$ cat src/logic/fpp_regs.svh
// timing counts, widths and sizes for the fuse prom programmer
// assumes a 100 MHz ref_clk; included by the package and the modules
`ifndef FPP_REGS_SVH
`define FPP_REGS_SVH

`define FPP_AW            11
`define FPP_DW            4
`define FPP_CW            29
`define FPP_WORDS         2048
`define FPP_CLK_MHZ       100
`define FPP_SYNC_CYC      3

`define FPP_T_FIRST_US    50
`define FPP_T_RETRY_MS    5
`define FPP_T_LINK_MAX_MS 400
`define FPP_T_HEAT_MAX_S  5
`define FPP_T_COOL_S      5
`define FPP_T_EDGE_NS     500
`define FPP_T_ACC_NS      100

`define FPP_NS2CYC_UP(ns) ((((ns) * `FPP_CLK_MHZ) + 999) / 1000)
`define FPP_EDGE_CYC      `FPP_NS2CYC_UP(`FPP_T_EDGE_NS)
`define FPP_ACC_CYC       (`FPP_NS2CYC_UP(`FPP_T_ACC_NS) + `FPP_SYNC_CYC)
`define FPP_FIRST_CYC     (`FPP_T_FIRST_US * `FPP_CLK_MHZ)
`define FPP_RETRY_CYC     (`FPP_T_RETRY_MS * 1000 * `FPP_CLK_MHZ)
`define FPP_LINK_MAX_CYC  (`FPP_T_LINK_MAX_MS * 1000 * `FPP_CLK_MHZ)
`define FPP_HEAT_MAX_CYC  (`FPP_T_HEAT_MAX_S * 1000000 * `FPP_CLK_MHZ)
`define FPP_COOL_CYC      (`FPP_T_COOL_S * 1000000 * `FPP_CLK_MHZ)

`endif

$ cat src/logic/fpp_pkg.sv
// types shared by the fuse prom programmer
// assumes fpp_regs.svh for widths
`include "fpp_regs.svh"

package fpp_pkg;
    typedef logic [`FPP_AW-1:0] fpp_addr_t;
    typedef logic [`FPP_DW-1:0] fpp_data_t;
    typedef logic [`FPP_CW-1:0] fpp_cnt_t;

    typedef enum logic [3:0] {
        FPP_IDLE,
        FPP_READ,
        FPP_VERIFY,
        FPP_SETUP,
        FPP_SUPPLY,
        FPP_GATE,
        FPP_UNGATE,
        FPP_UNSUPPLY,
        FPP_SENSE,
        FPP_COOL
    } fpp_state_t;
endpackage

$ cat src/logic/fpp_ctrl.sv
// fuse prom programmer: reads, programs and verifies a 2048 x 4 fuse prom
// assumes the pin drivers turn cs_hv_en into the gating level on the chip
// select and supply_en/supply_sel into the programming supply on one output
//
// Behaviour
// RULE1: the prom holds 2048 words of 4 bits, each picked by an 11-bit address.
// RULE2: with chip select low the outputs show the word at the applied address.
// RULE3: with chip select high all four outputs float, whatever the address.
// RULE4: a blank bit reads low and reads high for good once its fuse is opened.
// RULE5: the prom comes with open-collector or with three-state outputs.
// RULE6: fuses are opened one at a time, supply applied only after select is high.
// RULE7: current is gated through the fuse by raising select to the high level.
// RULE8: after the first pulse the supply is removed, the chip enabled, the bit read.
// RULE9: an unopened link gets further retry pulses, each verified afterwards.
// RULE10: once a link's total pulse time reaches the limit, programming is abandoned.
// RULE11: the same pulse and verify sequence is repeated for every bit to set.
// RULE12: past the cumulative heat limit all power is removed for the cool period.
// RULE13: after programming every word is read in sequence and checked.
// RULE14: every delay between programming edges exceeds the least spacing.
// RULE15: address and selected output stay fixed per bit, timed by clock counters.
`timescale 1ns/1ns
`include "fpp_regs.svh"

module fpp_ctrl #(
    parameter fpp_pkg::fpp_cnt_t T_FIRST_CYC    = `FPP_CW'(`FPP_FIRST_CYC),
    parameter fpp_pkg::fpp_cnt_t T_RETRY_CYC    = `FPP_CW'(`FPP_RETRY_CYC),
    parameter fpp_pkg::fpp_cnt_t T_LINK_MAX_CYC = `FPP_CW'(`FPP_LINK_MAX_CYC),
    parameter fpp_pkg::fpp_cnt_t T_HEAT_MAX_CYC = `FPP_CW'(`FPP_HEAT_MAX_CYC),
    parameter fpp_pkg::fpp_cnt_t T_COOL_CYC     = `FPP_CW'(`FPP_COOL_CYC)
) (
    input  wire logic               ref_clk,
    input  wire logic               rstn,
    input  wire logic               start_read,
    input  wire logic               start_prog,
    input  wire logic               start_verify,
    input  wire fpp_pkg::fpp_addr_t cmd_addr,
    input  wire fpp_pkg::fpp_data_t cmd_mask,
    input  wire fpp_pkg::fpp_data_t vfy_expect,
    output logic                    busy,
    output logic                    done,
    output logic                    fail,
    output fpp_pkg::fpp_data_t      rd_data,
    output fpp_pkg::fpp_addr_t      vfy_addr,
    output logic                    vfy_err,
    output fpp_pkg::fpp_addr_t      err_addr,
    output fpp_pkg::fpp_addr_t      word_address,
    output logic                    cs_n,
    output logic                    cs_hv_en,
    output logic                    supply_en,
    output fpp_pkg::fpp_data_t      supply_sel,
    output logic                    vcc_en,
    input  wire fpp_pkg::fpp_data_t data_out
);
    localparam fpp_pkg::fpp_cnt_t EDGE_CYC = `FPP_CW'(`FPP_EDGE_CYC);
    localparam fpp_pkg::fpp_cnt_t ACC_CYC  = `FPP_CW'(`FPP_ACC_CYC);
    localparam fpp_pkg::fpp_addr_t LAST_ADDR = `FPP_AW'(`FPP_WORDS - 1);

    // --------------------------------------------------------------
    // reset release and pin sampling
    // --------------------------------------------------------------
    logic               rst_s1_q;
    logic               rst_n;
    fpp_pkg::fpp_data_t din_s1_q;
    fpp_pkg::fpp_data_t din_s2_q;
    fpp_pkg::fpp_data_t din_s3_q;
    fpp_pkg::fpp_data_t din_q;
    fpp_pkg::fpp_data_t din_d;

    always_ff @(posedge ref_clk or negedge rstn) begin
        if (!rstn) begin
            rst_s1_q <= 1'b0;
            rst_n    <= 1'b0;
        end else begin
            rst_s1_q <= 1'b1;
            rst_n    <= rst_s1_q;
        end
    end

    // a bit only changes once two later stages agree, so a glitch is ignored
    always_comb begin
        din_d = (din_s2_q & din_s3_q) | (din_q & (din_s2_q ^ din_s3_q));
    end

    always_ff @(posedge ref_clk or negedge rst_n) begin
        if (!rst_n) begin
            din_s1_q <= 4'h0;
            din_s2_q <= 4'h0;
            din_s3_q <= 4'h0;
            din_q    <= 4'h0;
        end else begin
            din_s1_q <= data_out;
            din_s2_q <= din_s1_q;
            din_s3_q <= din_s2_q;
            din_q    <= din_d;
        end
    end

    // --------------------------------------------------------------
    // phase timer
    // --------------------------------------------------------------
    logic              tmr_load;
    fpp_pkg::fpp_cnt_t tmr_val;
    logic              tmr_done;

    fpp_timer u_timer (
        .ref_clk  (ref_clk),
        .rst_n    (rst_n),
        .load     (tmr_load),
        .load_val (tmr_val),
        .expired  (tmr_done)
    );

    // highest set mask bit below index top, with a found flag on top
    function automatic logic [2:0] next_bit(input fpp_pkg::fpp_data_t mask,
                                            input logic [2:0] top);
        logic [2:0] r;
        r = 3'h0;
        for (int i = 0; i < `FPP_DW; i++) begin
            if ((3'(i) < top) && mask[i]) begin
                r = {1'b1, 2'(i)};
            end
        end
        return r;
    endfunction

    // --------------------------------------------------------------
    // sequencer
    // --------------------------------------------------------------
    fpp_pkg::fpp_state_t state_q, state_d;
    fpp_pkg::fpp_addr_t  addr_q, addr_d;
    fpp_pkg::fpp_data_t  mask_q, mask_d;
    logic [1:0]          bit_q, bit_d;
    logic                first_q, first_d;
    fpp_pkg::fpp_cnt_t   link_q, link_d;
    fpp_pkg::fpp_cnt_t   heat_q, heat_d;
    fpp_pkg::fpp_data_t  rd_q, rd_d;
    logic                fail_q, fail_d;
    logic                verr_q, verr_d;
    fpp_pkg::fpp_addr_t  eaddr_q, eaddr_d;
    logic                done_q, done_d;
    logic                cs_n_q, cs_n_d;
    logic                hv_q, hv_d;
    logic                sup_q, sup_d;
    fpp_pkg::fpp_data_t  sel_q, sel_d;
    logic                vcc_q, vcc_d;
    logic [2:0]          nb;

    always_comb begin
        state_d  = state_q;
        addr_d   = addr_q;
        mask_d   = mask_q;
        bit_d    = bit_q;
        first_d  = first_q;
        link_d   = link_q;
        heat_d   = heat_q;
        rd_d     = rd_q;
        fail_d   = fail_q;
        verr_d   = verr_q;
        eaddr_d  = eaddr_q;
        done_d   = 1'b0;
        cs_n_d   = cs_n_q;
        hv_d     = hv_q;
        sup_d    = sup_q;
        sel_d    = sel_q;
        vcc_d    = vcc_q;
        tmr_load = 1'b0;
        tmr_val  = EDGE_CYC;
        nb       = 3'h0;
        case (state_q)
            fpp_pkg::FPP_IDLE: begin
                if (start_read) begin
                    // RULE2: select low to read
                    addr_d   = cmd_addr;
                    cs_n_d   = 1'b0;
                    fail_d   = 1'b0;
                    tmr_load = 1'b1;
                    tmr_val  = ACC_CYC;
                    state_d  = fpp_pkg::FPP_READ;
                end else if (start_verify) begin
                    addr_d   = '0;
                    cs_n_d   = 1'b0;
                    fail_d   = 1'b0;
                    verr_d   = 1'b0;
                    tmr_load = 1'b1;
                    tmr_val  = ACC_CYC;
                    state_d  = fpp_pkg::FPP_VERIFY;
                end else if (start_prog) begin
                    nb       = next_bit(cmd_mask, 3'h4);
                    addr_d   = cmd_addr;
                    mask_d   = cmd_mask;
                    fail_d   = 1'b0;
                    bit_d    = nb[1:0];
                    first_d  = 1'b1;
                    link_d   = '0;
                    tmr_load = 1'b1;
                    if (nb[2]) begin
                        state_d = fpp_pkg::FPP_SETUP;
                    end else begin
                        done_d  = 1'b1;
                    end
                end
            end
            fpp_pkg::FPP_READ: begin
                if (tmr_done) begin
                    // RULE3: release select, outputs float
                    rd_d    = din_q;
                    cs_n_d  = 1'b1;
                    done_d  = 1'b1;
                    state_d = fpp_pkg::FPP_IDLE;
                end
            end
            fpp_pkg::FPP_VERIFY: begin
                if (tmr_done) begin
                    // RULE13: sequential word check
                    if ((din_q != vfy_expect) && !verr_q) begin
                        verr_d  = 1'b1;
                        eaddr_d = addr_q;
                    end
                    tmr_load = 1'b1;
                    tmr_val  = ACC_CYC;
                    if (addr_q == LAST_ADDR) begin
                        cs_n_d  = 1'b1;
                        fail_d  = verr_d;
                        done_d  = 1'b1;
                        state_d = fpp_pkg::FPP_IDLE;
                    end else begin
                        addr_d  = addr_q + 1'b1;
                    end
                end
            end
            fpp_pkg::FPP_SETUP: begin
                if (tmr_done) begin
                    tmr_load = 1'b1;
                    if (heat_q >= T_HEAT_MAX_CYC) begin
                        // RULE12: power off to cool
                        vcc_d   = 1'b0;
                        tmr_val = T_COOL_CYC;
                        state_d = fpp_pkg::FPP_COOL;
                    end else begin
                        // RULE6: supply only after select high
                        sup_d   = 1'b1;
                        sel_d   = 4'h1 << bit_q;
                        state_d = fpp_pkg::FPP_SUPPLY;
                    end
                end
            end
            fpp_pkg::FPP_SUPPLY: begin
                if (tmr_done) begin
                    // RULE7: gate the fuse current
                    hv_d     = 1'b1;
                    tmr_load = 1'b1;
                    tmr_val  = first_q ? T_FIRST_CYC : T_RETRY_CYC;
                    state_d  = fpp_pkg::FPP_GATE;
                end
            end
            fpp_pkg::FPP_GATE: begin
                // RULE10: per-link pulse total
                link_d = link_q + 1'b1;
                heat_d = heat_q + 1'b1;
                if (tmr_done) begin
                    hv_d     = 1'b0;
                    tmr_load = 1'b1;
                    state_d  = fpp_pkg::FPP_UNGATE;
                end
            end
            fpp_pkg::FPP_UNGATE: begin
                if (tmr_done) begin
                    // RULE8: remove supply before sensing
                    sup_d    = 1'b0;
                    tmr_load = 1'b1;
                    state_d  = fpp_pkg::FPP_UNSUPPLY;
                end
            end
            fpp_pkg::FPP_UNSUPPLY: begin
                if (tmr_done) begin
                    cs_n_d   = 1'b0;
                    first_d  = 1'b0;
                    tmr_load = 1'b1;
                    state_d  = fpp_pkg::FPP_SENSE;
                end
            end
            fpp_pkg::FPP_SENSE: begin
                if (tmr_done) begin
                    // RULE14: select and supply edges spaced by the edge delay; the gate pulse by its own count
                    cs_n_d   = 1'b1;
                    tmr_load = 1'b1;
                    nb       = next_bit(mask_q, {1'b0, bit_q});
                    if (din_q[bit_q]) begin
                        // RULE11: move on to the next bit
                        if (nb[2]) begin
                            bit_d   = nb[1:0];
                            link_d  = '0;
                            first_d = 1'b1;
                            state_d = fpp_pkg::FPP_SETUP;
                        end else begin
                            done_d  = 1'b1;
                            state_d = fpp_pkg::FPP_IDLE;
                        end
                    end else if (link_q >= T_LINK_MAX_CYC) begin
                        // RULE10: give up on this device
                        fail_d  = 1'b1;
                        done_d  = 1'b1;
                        state_d = fpp_pkg::FPP_IDLE;
                    end else begin
                        // RULE9: retry with a longer pulse
                        state_d = fpp_pkg::FPP_SETUP;
                    end
                end
            end
            fpp_pkg::FPP_COOL: begin
                if (tmr_done) begin
                    vcc_d    = 1'b1;
                    heat_d   = '0;
                    tmr_load = 1'b1;
                    state_d  = fpp_pkg::FPP_SETUP;
                end
            end
            default: begin
                state_d = fpp_pkg::FPP_IDLE;
            end
        endcase
    end

    always_ff @(posedge ref_clk or negedge rst_n) begin
        if (!rst_n) begin
            state_q <= fpp_pkg::FPP_IDLE;
            addr_q  <= 11'h000;
            mask_q  <= 4'h0;
            bit_q   <= 2'h0;
            first_q <= 1'b0;
            link_q  <= '0;
            heat_q  <= '0;
            rd_q    <= 4'h0;
            fail_q  <= 1'b0;
            verr_q  <= 1'b0;
            eaddr_q <= 11'h000;
            done_q  <= 1'b0;
            cs_n_q  <= 1'b1;
            hv_q    <= 1'b0;
            sup_q   <= 1'b0;
            sel_q   <= 4'h0;
            vcc_q   <= 1'b1;
        end else begin
            state_q <= state_d;
            addr_q  <= addr_d;
            mask_q  <= mask_d;
            bit_q   <= bit_d;
            first_q <= first_d;
            link_q  <= link_d;
            heat_q  <= heat_d;
            rd_q    <= rd_d;
            fail_q  <= fail_d;
            verr_q  <= verr_d;
            eaddr_q <= eaddr_d;
            done_q  <= done_d;
            cs_n_q  <= cs_n_d;
            hv_q    <= hv_d;
            sup_q   <= sup_d;
            sel_q   <= sel_d;
            vcc_q   <= vcc_d;
        end
    end

    // RULE15: address held in a register for the whole bit
    assign word_address = addr_q;
    assign vfy_addr     = addr_q;
    assign busy         = (state_q != fpp_pkg::FPP_IDLE);
    assign done         = done_q;
    assign fail         = fail_q;
    assign rd_data      = rd_q;
    assign vfy_err      = verr_q;
    assign err_addr     = eaddr_q;
    assign cs_n         = cs_n_q;
    assign cs_hv_en     = hv_q;
    assign supply_en    = sup_q;
    assign supply_sel   = sel_q;
    assign vcc_en       = vcc_q;
endmodule

$ cat src/logic/fpp_timer.sv
// down counter used for every timed phase of the programmer
// assumes a synchronised active-low reset from the top
`timescale 1ns/1ns
`include "fpp_regs.svh"

module fpp_timer (
    input  wire logic             ref_clk,
    input  wire logic             rst_n,
    input  wire logic             load,
    input  wire fpp_pkg::fpp_cnt_t load_val,
    output logic                  expired
);
    fpp_pkg::fpp_cnt_t cnt_q;
    fpp_pkg::fpp_cnt_t cnt_d;

    always_comb begin
        cnt_d = cnt_q;
        if (load) begin
            cnt_d = load_val;
        end else if (cnt_q != '0) begin
            cnt_d = cnt_q - 1'b1;
        end
    end

    always_ff @(posedge ref_clk or negedge rst_n) begin
        if (!rst_n) begin
            cnt_q <= '0;
        end else begin
            cnt_q <= cnt_d;
        end
    end

    assign expired = (cnt_q == '0);
endmodule

$ cat config.mk
export PLATFORM = sky130hd
export DESIGN_NAME = fpp_ctrl
export DESIGN_NICKNAME = d
export VERILOG_FILES = /design/src/logic/fpp_pkg.sv /design/src/logic/fpp_ctrl.sv /design/src/logic/fpp_timer.sv
export VERILOG_INCLUDE_DIRS = /design/src /design/src/logic
export SDC_FILE = /design/constraint.sdc
export NUM_CORES = 1
export LEC_CHECK = 0
export BUFFER_PORTS_ARGS = -buffer_cell sky130_fd_sc_hd__buf_2
export CORE_MARGIN = 1.5
export CORE_UTILIZATION = 60
export CTS_CLUSTER_SIZE = 10
export DETAILED_ROUTE_END_ITERATION = 8
export PLACE_DENSITY = 0.81
export SYNTH_ARGS = -nofsm -noshare
export SYNTH_HDL_FRONTEND = slang
export SYNTH_SLANG_ARGS = --single-unit
export TNS_END_PERCENT = 20
$ cat constraint.sdc
create_clock -name ref_clk -period 7.2 [get_ports ref_clk]
set_input_delay 1.44 -clock ref_clk [delete_from_list [all_inputs] [get_ports ref_clk]]
set_output_delay 1.44 -clock ref_clk [all_outputs]
set_load 0.01 [all_outputs]
==> summary.md, run 1 <==
| Metric | Value |
|---|---|
| Crit end category | `register` |
| Inserted Diodes | `0` |
| Worst vdd ir | `252 uV` |
| Port bufs | `76` |
| Crit Reg-Reg Endpoint | `heat_q[0]$_DFFE_PN0P_` |
| Tot Pwr | `~1.9 mW` |
| Worst-margin pin slew | `1.08 ns` |
| CTS tree | `built` |
| Buffers inserted by post-CTS timing repair | `0` |
| Hold Crit Class | `reg -> reg` |
| CP cell instances | `inv_1 -> ha_1 -> or4b_2 -> or4_1 -> nor3_2 -> buf_4 -> and3_1 -> or3_1 -> o21ai_0` |
| Iter 0 DRT Violations | `about 580` |
| Drt pass-1 iters | `5` |
| Number of antenna violations at the first check in global routing | `0` |
| Status | `finished clean` |
| Share of the synthesized area in the top cell type | `45.7%` |
| RSZ-0062 raised after global routing | `no` |
| Syn_nets | `914` |
| Data required time of the worst path | `7.51 ns` |
| Critical-path top delay cell | `and3_1` |
| Starting Density | `61.8%` |
| Reg2reg start | `u_timer.cnt_q[0]$_DFFE_PN0P_` |
| Worst Hold End | `rst_n$_DFF_PN0_` |
| MaxCap Viol Count | `0` |
| Synth-to-layout area growth | `12.1%` |
| Hold buffer count at CTS | `0` |
| Layout cells sized above 1 | `16.3%` |
| Period minus WS final | `between 3 and 4 ns` |
| Clock Skew | `0.00523 ns` |
| Mapped Area | `8220 um2` |
| Mean Syn Cell Area | `9.39 um2` |
| Post-synth top area cell | `dfrtp_1` |
| Final period util | `~55%` |
| Wire per inst | `~17 um` |
| Critical-path maximum fanout | `30` |
| Routed via count | `6,967` |
| Worst path top cell family by delay | `simple AND/OR/NAND/NOR gates` |
| Seq/Total Area, Yosys | `46.3%` |
| Fmax | `roughly 250 MHz` |
| Sink Count | `152` |
| Setup_tns | `0 ns` |
| Finished Core Util | `69.3%` |
| Row cnt | `42` |
| Placed Cells incl. Taps | `1,082` |
| Number of global-route vias before repair | `6,499` |
| Vias per cell | `6.25` |
| Setup Viol. Count Final | `0` |
| Final ANT Viol Nets | `0` |
| Clock-pin slew on the worst setup and hold paths | `0.06 ns` |
| First-pass GRT wire length | `31,900 um` |
| Post-Route WL | `19,300 um` |
| Core Box Area | `13,300 um2` |
| Die height | `~120 um` |
| Hold Fails Final Rpt | `0` |
| # fillers | `1,026` |
| Most common flop cell mapped by yosys | `dfrtp_1` |
| Reg2reg path depth | `9` |
| Worst hold slack | `approximately 0.35 ns` |
| GRT Total Usage | `approximately 28%` |
| Clock Tree Buf Depth | `2` |
| R2r setup slk | `3.26 ns` |
| Post-DP HPWL | `13,000 um` |
| Yosys cell types | `70` |
| LEAKAGE | `4.06 nW` |
| CP Class | `reg -> reg` |
| CP Buf/Inv Count | `2` |
| Io pins | `77` |
| Grt total ovfl | `0` |
| Largest cells by area after synthesis | `dfrtp_1 (46%), a21oi_1 (4.1%), nor2_1 (3.6%), nand2_1 (3.4%), xor2_1 (3.2%)` |
| Clk root buf | `clkbuf_16` |
| Slew headroom | `28.1%` |
| EDFF count, synth | `0` |
| Yosys reg bits | `152` |
| Layout Cells excl Fill | `roughly 1,100` |
| Asr flop ratio synth | `100%` |
| Die area | `14,400 um2` |
| Final Slew Violations | `0` |
| Worst EP arrival | `4.25 ns` |
| Startpoint types | `register` |
| Chip Width | `roughly 120 um` |
| Skew-Pair Late Insertion Delay | `around 0.43 ns` |
| Net count, final | `964` |
| PwrDens | `207 nW/um2` |
| CTS Buf Count | `17` |
| CP peak stage delay | `0.89 ns` |
| Ys Warns | `0` |
| Placer Congestion | `0.909` |
| Remaining design rule violation count | `0` |
| Hold Path Cell Cnt | `0` |
| Largest net degree at the start of global routing | `78` |
| Synth Instances | `875` |
| Hold Startpoint | `rst_s1_q$_DFF_PN0_` |
| H-tree Lvls | `4` |
| Post-CTS Resized | `0` |
[worst max path at each step]
stage | cells past startpoint | slack, ns | end | startpoint
floorplan | 0 | 2.65 | bit_q[0]$_DFFE_PN0P_ | rst_n$_DFF_PN0_
global placement | 9 | 3.32 | heat_q[0]$_DFFE_PN0P_ | u_timer.cnt_q[0]$_DFFE_PN0P_
detailed placement | 9 | 3.29 | heat_q[0]$_DFFE_PN0P_ | u_timer.cnt_q[0]$_DFFE_PN0P_
CTS | 9 | 3.26 | heat_q[0]$_DFFE_PN0P_ | u_timer.cnt_q[0]$_DFFE_PN0P_
global route | 9 | 3.04 | heat_q[0]$_DFFE_PN0P_ | u_timer.cnt_q[0]$_DFFE_PN0P_
finish | 9 | 3.26 | heat_q[0]$_DFFE_PN0P_ | u_timer.cnt_q[0]$_DFFE_PN0P_
[registers in the layout, summed over array words and instances, names as in the netlist, 11 cells and up]
| name | flops |
|---|---|
| err_addr | 11 |
| heat_q | 29 |
| link_q | 29 |
| u_timer.cnt_q | 29 |
| vfy_addr | 11 |
[synthesized netlist by cell type (5+ instances only)]
master and number:
a21o_1 8, a21oi_1 67, a31oi_1 15, and2_1 7, and3_1 12, and4_1 6
buf_2 9, buf_4 14, clkbuf_1 27, dfrtp_1 150, ha_1 11, inv_1 13
mux2_2 16, nand2_1 75, nand2b_1 13, nand3_1 41, nand3b_1 6, nand4_1 32
nor2_1 78, nor2b_1 5, nor3_1 20, nor4_1 11, o211ai_1 7, o21ai_0 52
o31ai_1 14, o41ai_1 5, or3_1 20, or4_1 16, xnor2_1 28, xor2_1 30
[power by group]
group	internal (mW)	switching, mW	total [mW]
combinational	0.0411	0.0428	0.0839
sequential	0.884	0.0370	0.921
clock	0.551	0.350	0.901
total	1.48	0.430	1.91
[per-layer routing]
metal / vias to the layer above / track usage [%] / part of all wire [%]
met5: - / 0 / 0
met4: 0 / 9.75 / 2.0
met3: 28 / 5.89 / 5.5
met2: 226 / 44.4 / 48
met1: 3426 / 38.1 / 45
li1: 3287 / - / -
[placed cells by master (no fill, tap or decap), types with 7 or more instances in the layout]
cell type	instances
nand3_1	41
mux2_2	16
nand2_1	75
nor2_1	78
nor4_1	11
a21o_1	8
buf_4	9
or3_1	20
or4_1	16
xnor2_1	28
o21ai_0	52
xor2_1	30
nor3_1	20
buf_2	76
o31ai_1	14
and2_1	7
dfrtp_1	149
o211ai_1	7
inv_1	13
a21oi_1	67
nand4_1	32
and3_1	12
clkbuf_16	17
ha_1	11
nand2b_1	13
a31oi_1	15
[cell families (layout without fill, tap and decap cells)]
| kind of cell | count (synthesis) | count (layout) | synth area share (%) |
|---|---|---|---|
| AND/OR/NAND/NOR | 365 | 365 | 23.4 |
| AO/OA/AOI/OAI | 203 | 203 | 15.8 |
| flip-flops | 152 | 152 | 46.3 |
| buffers and inverters | 68 | 131 | 4.07 |
| XOR/XNOR | 58 | 58 | 6.18 |
| multiplexers | 17 | 17 | 2.47 |
| adder cells (fa/ha/maj) | 11 | 11 | 1.67 |
| other | 1 | 1 | 0.0456 |
[layout make-up]
type	instances	area, um2	share of cell area (%)
Clock buffer	19	443	4.81
Multi-Input combinational cell	655	4080	44.3
Inverter	14	52.6	0.571
Sequential cell	152	3810	41.4
Clock inverter	13	153	1.66
Tap cell	176	220	2.39
Timing Repair Buffer	85	448	4.86
[stage by stage]
stage | worst slack (ns) | area [um2]
3_5_place_dp | 3.29 | 8610
6_report | 3.26 | 9210
2_1_floorplan | 2.65 | 8220
4_1_cts | 3.26 | 9210
3_3_place_gp | 3.32 | 8610
5_1_grt | 3.04 | 9210
No activity file was read; power rests on OpenSTA's default activity.
==> inputs of run 2 (changes only) <==
==> constraint.sdc (replaced) <==
create_clock -name ref_clk -period 4.1 [get_ports ref_clk]
set_input_delay 0.82 -clock ref_clk [delete_from_list [all_inputs] [get_ports ref_clk]]
set_output_delay 0.82 -clock ref_clk [all_outputs]
set_load 0.01 [all_outputs]
==> run 2 against run 1 <==
Effect of this change: final cell count is 0.63% higher; highest routed layer unchanged; first-iteration DRC count rose by 20%; worst hold slack worse by 0.19 ns; count of clock-buffer cells in the layout down 1; sequential share of layout area fell by 0.46 points; global-route usage down 0.18 points.
==> summary.md, run 2 (same netlist as run 1, synthesis figures left out) <==
| Metric | Value |
|---|---|
| Internal | `approximately 2.7 mW` |
| Die area | `14,400 um2` |
| Gate power share | `4.3%` |
| Slew headroom | `25.6%` |
| Net Sw Power | `0.773 mW` |
| Period minus WS final | `3.48 ns` |
| Layout cells sized above 1 | `17.0%` |
| Final ANT Viol Nets | `0` |
| Largest net degree at the start of global routing | `79` |
| Share of total power in the clock network | `roughly half` |
| Tot Pwr | `3.44 mW` |
| Fmax | `288 MHz` |
| Sw Share | `22.5%` |
| Inserted Diodes | `0` |
| Clock-pin slew on the worst setup and hold paths | `around 0.070 ns` |
| Pre-CTS WS | `0.665 ns` |
| Die height | `120 um` |
| CTS Buf Count | `17` |
| MaxCap Viol Count | `0` |
| Hold buffer count at CTS | `0` |
| Buffers inserted by post-CTS timing repair | `0` |
| Register share of total power | `47.0%` |
| Placer Congestion | `0.946` |
| Status | `finished clean` |
| Clk root buf | `clkbuf_16` |
| Wire per inst | `17.2 um` |
| Post-Route WL | `roughly 19,000 um` |
| Worst vdd ir | `312 uV` |
| GRT Total Usage | `27.7%` |
| Chip Width | `120 um` |
| Commonest non-fill, non-tap cell in the layout | `dfrtp_1` |
| CP Class | `reg -> reg` |
| Row cnt | `42` |
| Final Slew Violations | `0` |
| Starting Density | `61.8%` |
| CP dominant cell by count | `buf_4` |
| Finished Core Util | `between 70% and 80%` |
| Worst Slack Setup Final | `0.623 ns` |
| Worst-margin pin slew | `approximately 1.1 ns` |
| CP peak stage delay | `roughly 0.63 ns` |
| Reg2reg path depth | `10` |
| Grt total ovfl | `0` |
| Hold Crit Class | `in -> async` |
| Worst EP arrival | `3.80 ns` |
| Post-DP HPWL | `around 13,000 um` |
| Post-CTS Resized | `0` |
| H-tree Lvls | `4` |
| Synth-to-layout area growth | `13.3%` |
| Regs by FF count | `heat_q (29), link_q (29), u_timer.cnt_q (29)` |
| Setup_tns | `0 ns` |
| Number of antenna violations at the first check in global routing | `0` |
| Clock Skew | `0.00886 ns` |
| Remaining design rule violation count | `0` |
| Drt pass-1 iters | `5` |
| Routed via count | `between 7,000 and 8,000` |
| Port bufs | `76` |
| Critical-path top delay cell | `or3_1` |
| Net count, final | `971` |
| CP cell instances | `inv_1 -> ha_1 -> or4b_2 -> or4_1 -> or3_1 -> buf_4 -> o21ai_1 -> buf_4 -> a211oi_1 -> nand2b_1` |
| First-pass GRT wire length | `31,700 um` |
| Number of global-route vias before repair | `6,501` |
| Io pins | `just under 80` |
| Data required time of the worst path | `4.42 ns` |
| Core Box Area | `roughly 13,000 um2` |
| PwrDens | `~370 nW/um2` |
| CTS tree | `built` |
| LEAKAGE | `4.11 nW` |
| Startpoint types | `register` |
| Final period util | `84.8%` |
| RSZ-0062 raised after global routing | `no` |
| Highest-count cells in the layout ignoring fill and taps | `dfrtp_1 (149), nor2_1 (78), buf_2 (76), nand2_1 (75), a21oi_1 (67)` |
| Clock Tree Buf Depth | `2` |
| Hold Fails Final Rpt | `0` |
| Iter 0 DRT Violations | `695` |
| Skew-Pair Late Insertion Delay | `0.43 ns` |
| Vias per cell | `6.25` |
| Critical-path maximum fanout | `26` |
| # fillers | `1,020` |
| Crit end category | `register` |
| Sink Count | `152` |
| Setup Viol. Count Final | `0` |
==> run 2: cell count changes in the layout (fill, tap and decap cells not counted) <==
cell and delta:
bufinv_16 +1, buf_4 +6, clkinvlp_4 +2, clkinv_2 -4, clkbuf_1 -1, buf_12 +1, inv_6 +2
==> run 2: area by class of cell <==
type | count | area, um2 | share of cell area, %
well taps | 176 | 220 | 2.36
clock inverters | 14 | 195 | 2.10
inverters | 14 | 52.6 | 0.564
flip-flops and latches | 152 | 3810 | 40.9
repair buffers | 92 | 513 | 5.51
clock buffers | 18 | 439 | 4.72
multi-input cells | 655 | 4080 | 43.8
==> run 2: worst paths after layout <==
path,startpoint,to,slack (ns)
max in group asynchronous,rst_n$_DFF_PN0_,vcc_en$_DFFE_PN1P_,2.67
hold / removal,rstn,rst_n$_DFF_PN0_,0.16
setup reg to reg,u_timer.cnt_q[0]$_DFFE_PN0P_,link_q[23]$_DFFE_PN0P_,0.62
min in group ref_clk,din_s1_q[0]$_DFF_PN0_,din_s2_q[0]$_DFF_PN0_,0.35
setup / recovery,u_timer.cnt_q[0]$_DFFE_PN0P_,link_q[23]$_DFFE_PN0P_,0.62
hold reg to reg,din_s1_q[0]$_DFF_PN0_,din_s2_q[0]$_DFF_PN0_,0.35
==> run 2: worst max-delay path: cells and delay by family, from the launching register on <==
kind                     cells  cell delay, ns
AO/OA/AOI/OAI                2            0.18
flip-flops                   1            0.41
buffers and inverters        3            0.70
AND/OR/NAND/NOR              4            1.94
adder cells (fa/ha/maj)      1            0.14
==> run 2: routing by layer <==
layer	share of wire, %	GRT usage (%)
met1	45	38.3
met2	48	43.5
met3	5.2	5.09
met4	2.3	11.2
met5	0	0
==> run 2: power groups by stage <==
stage | Sequential [mW] | Clock (mW) | Combinational, mW
after floorplan | 1.64 | 0 | 0.0955
after global placement | 1.64 | 0 | 0.143
after detailed placement | 1.64 | 0 | 0.146
after CTS | 1.62 | 1.69 | 0.149
after global routing | 1.63 | 1.76 | 0.165
final | 1.62 | 1.67 | 0.149
==> run 2: per-stage QoR <==
step | cells | area [um2] | hold slack [ns]
floorplan | 875 | 8220 | 0.331
CTS | 1121 | 9310 | 0.145
global placement | 1089 | 8680 | 0.334
finish | 1121 | 9310 | 0.163
global route | 1121 | 9310 | 0.151
detailed placement | 1089 | 8680 | 0.336
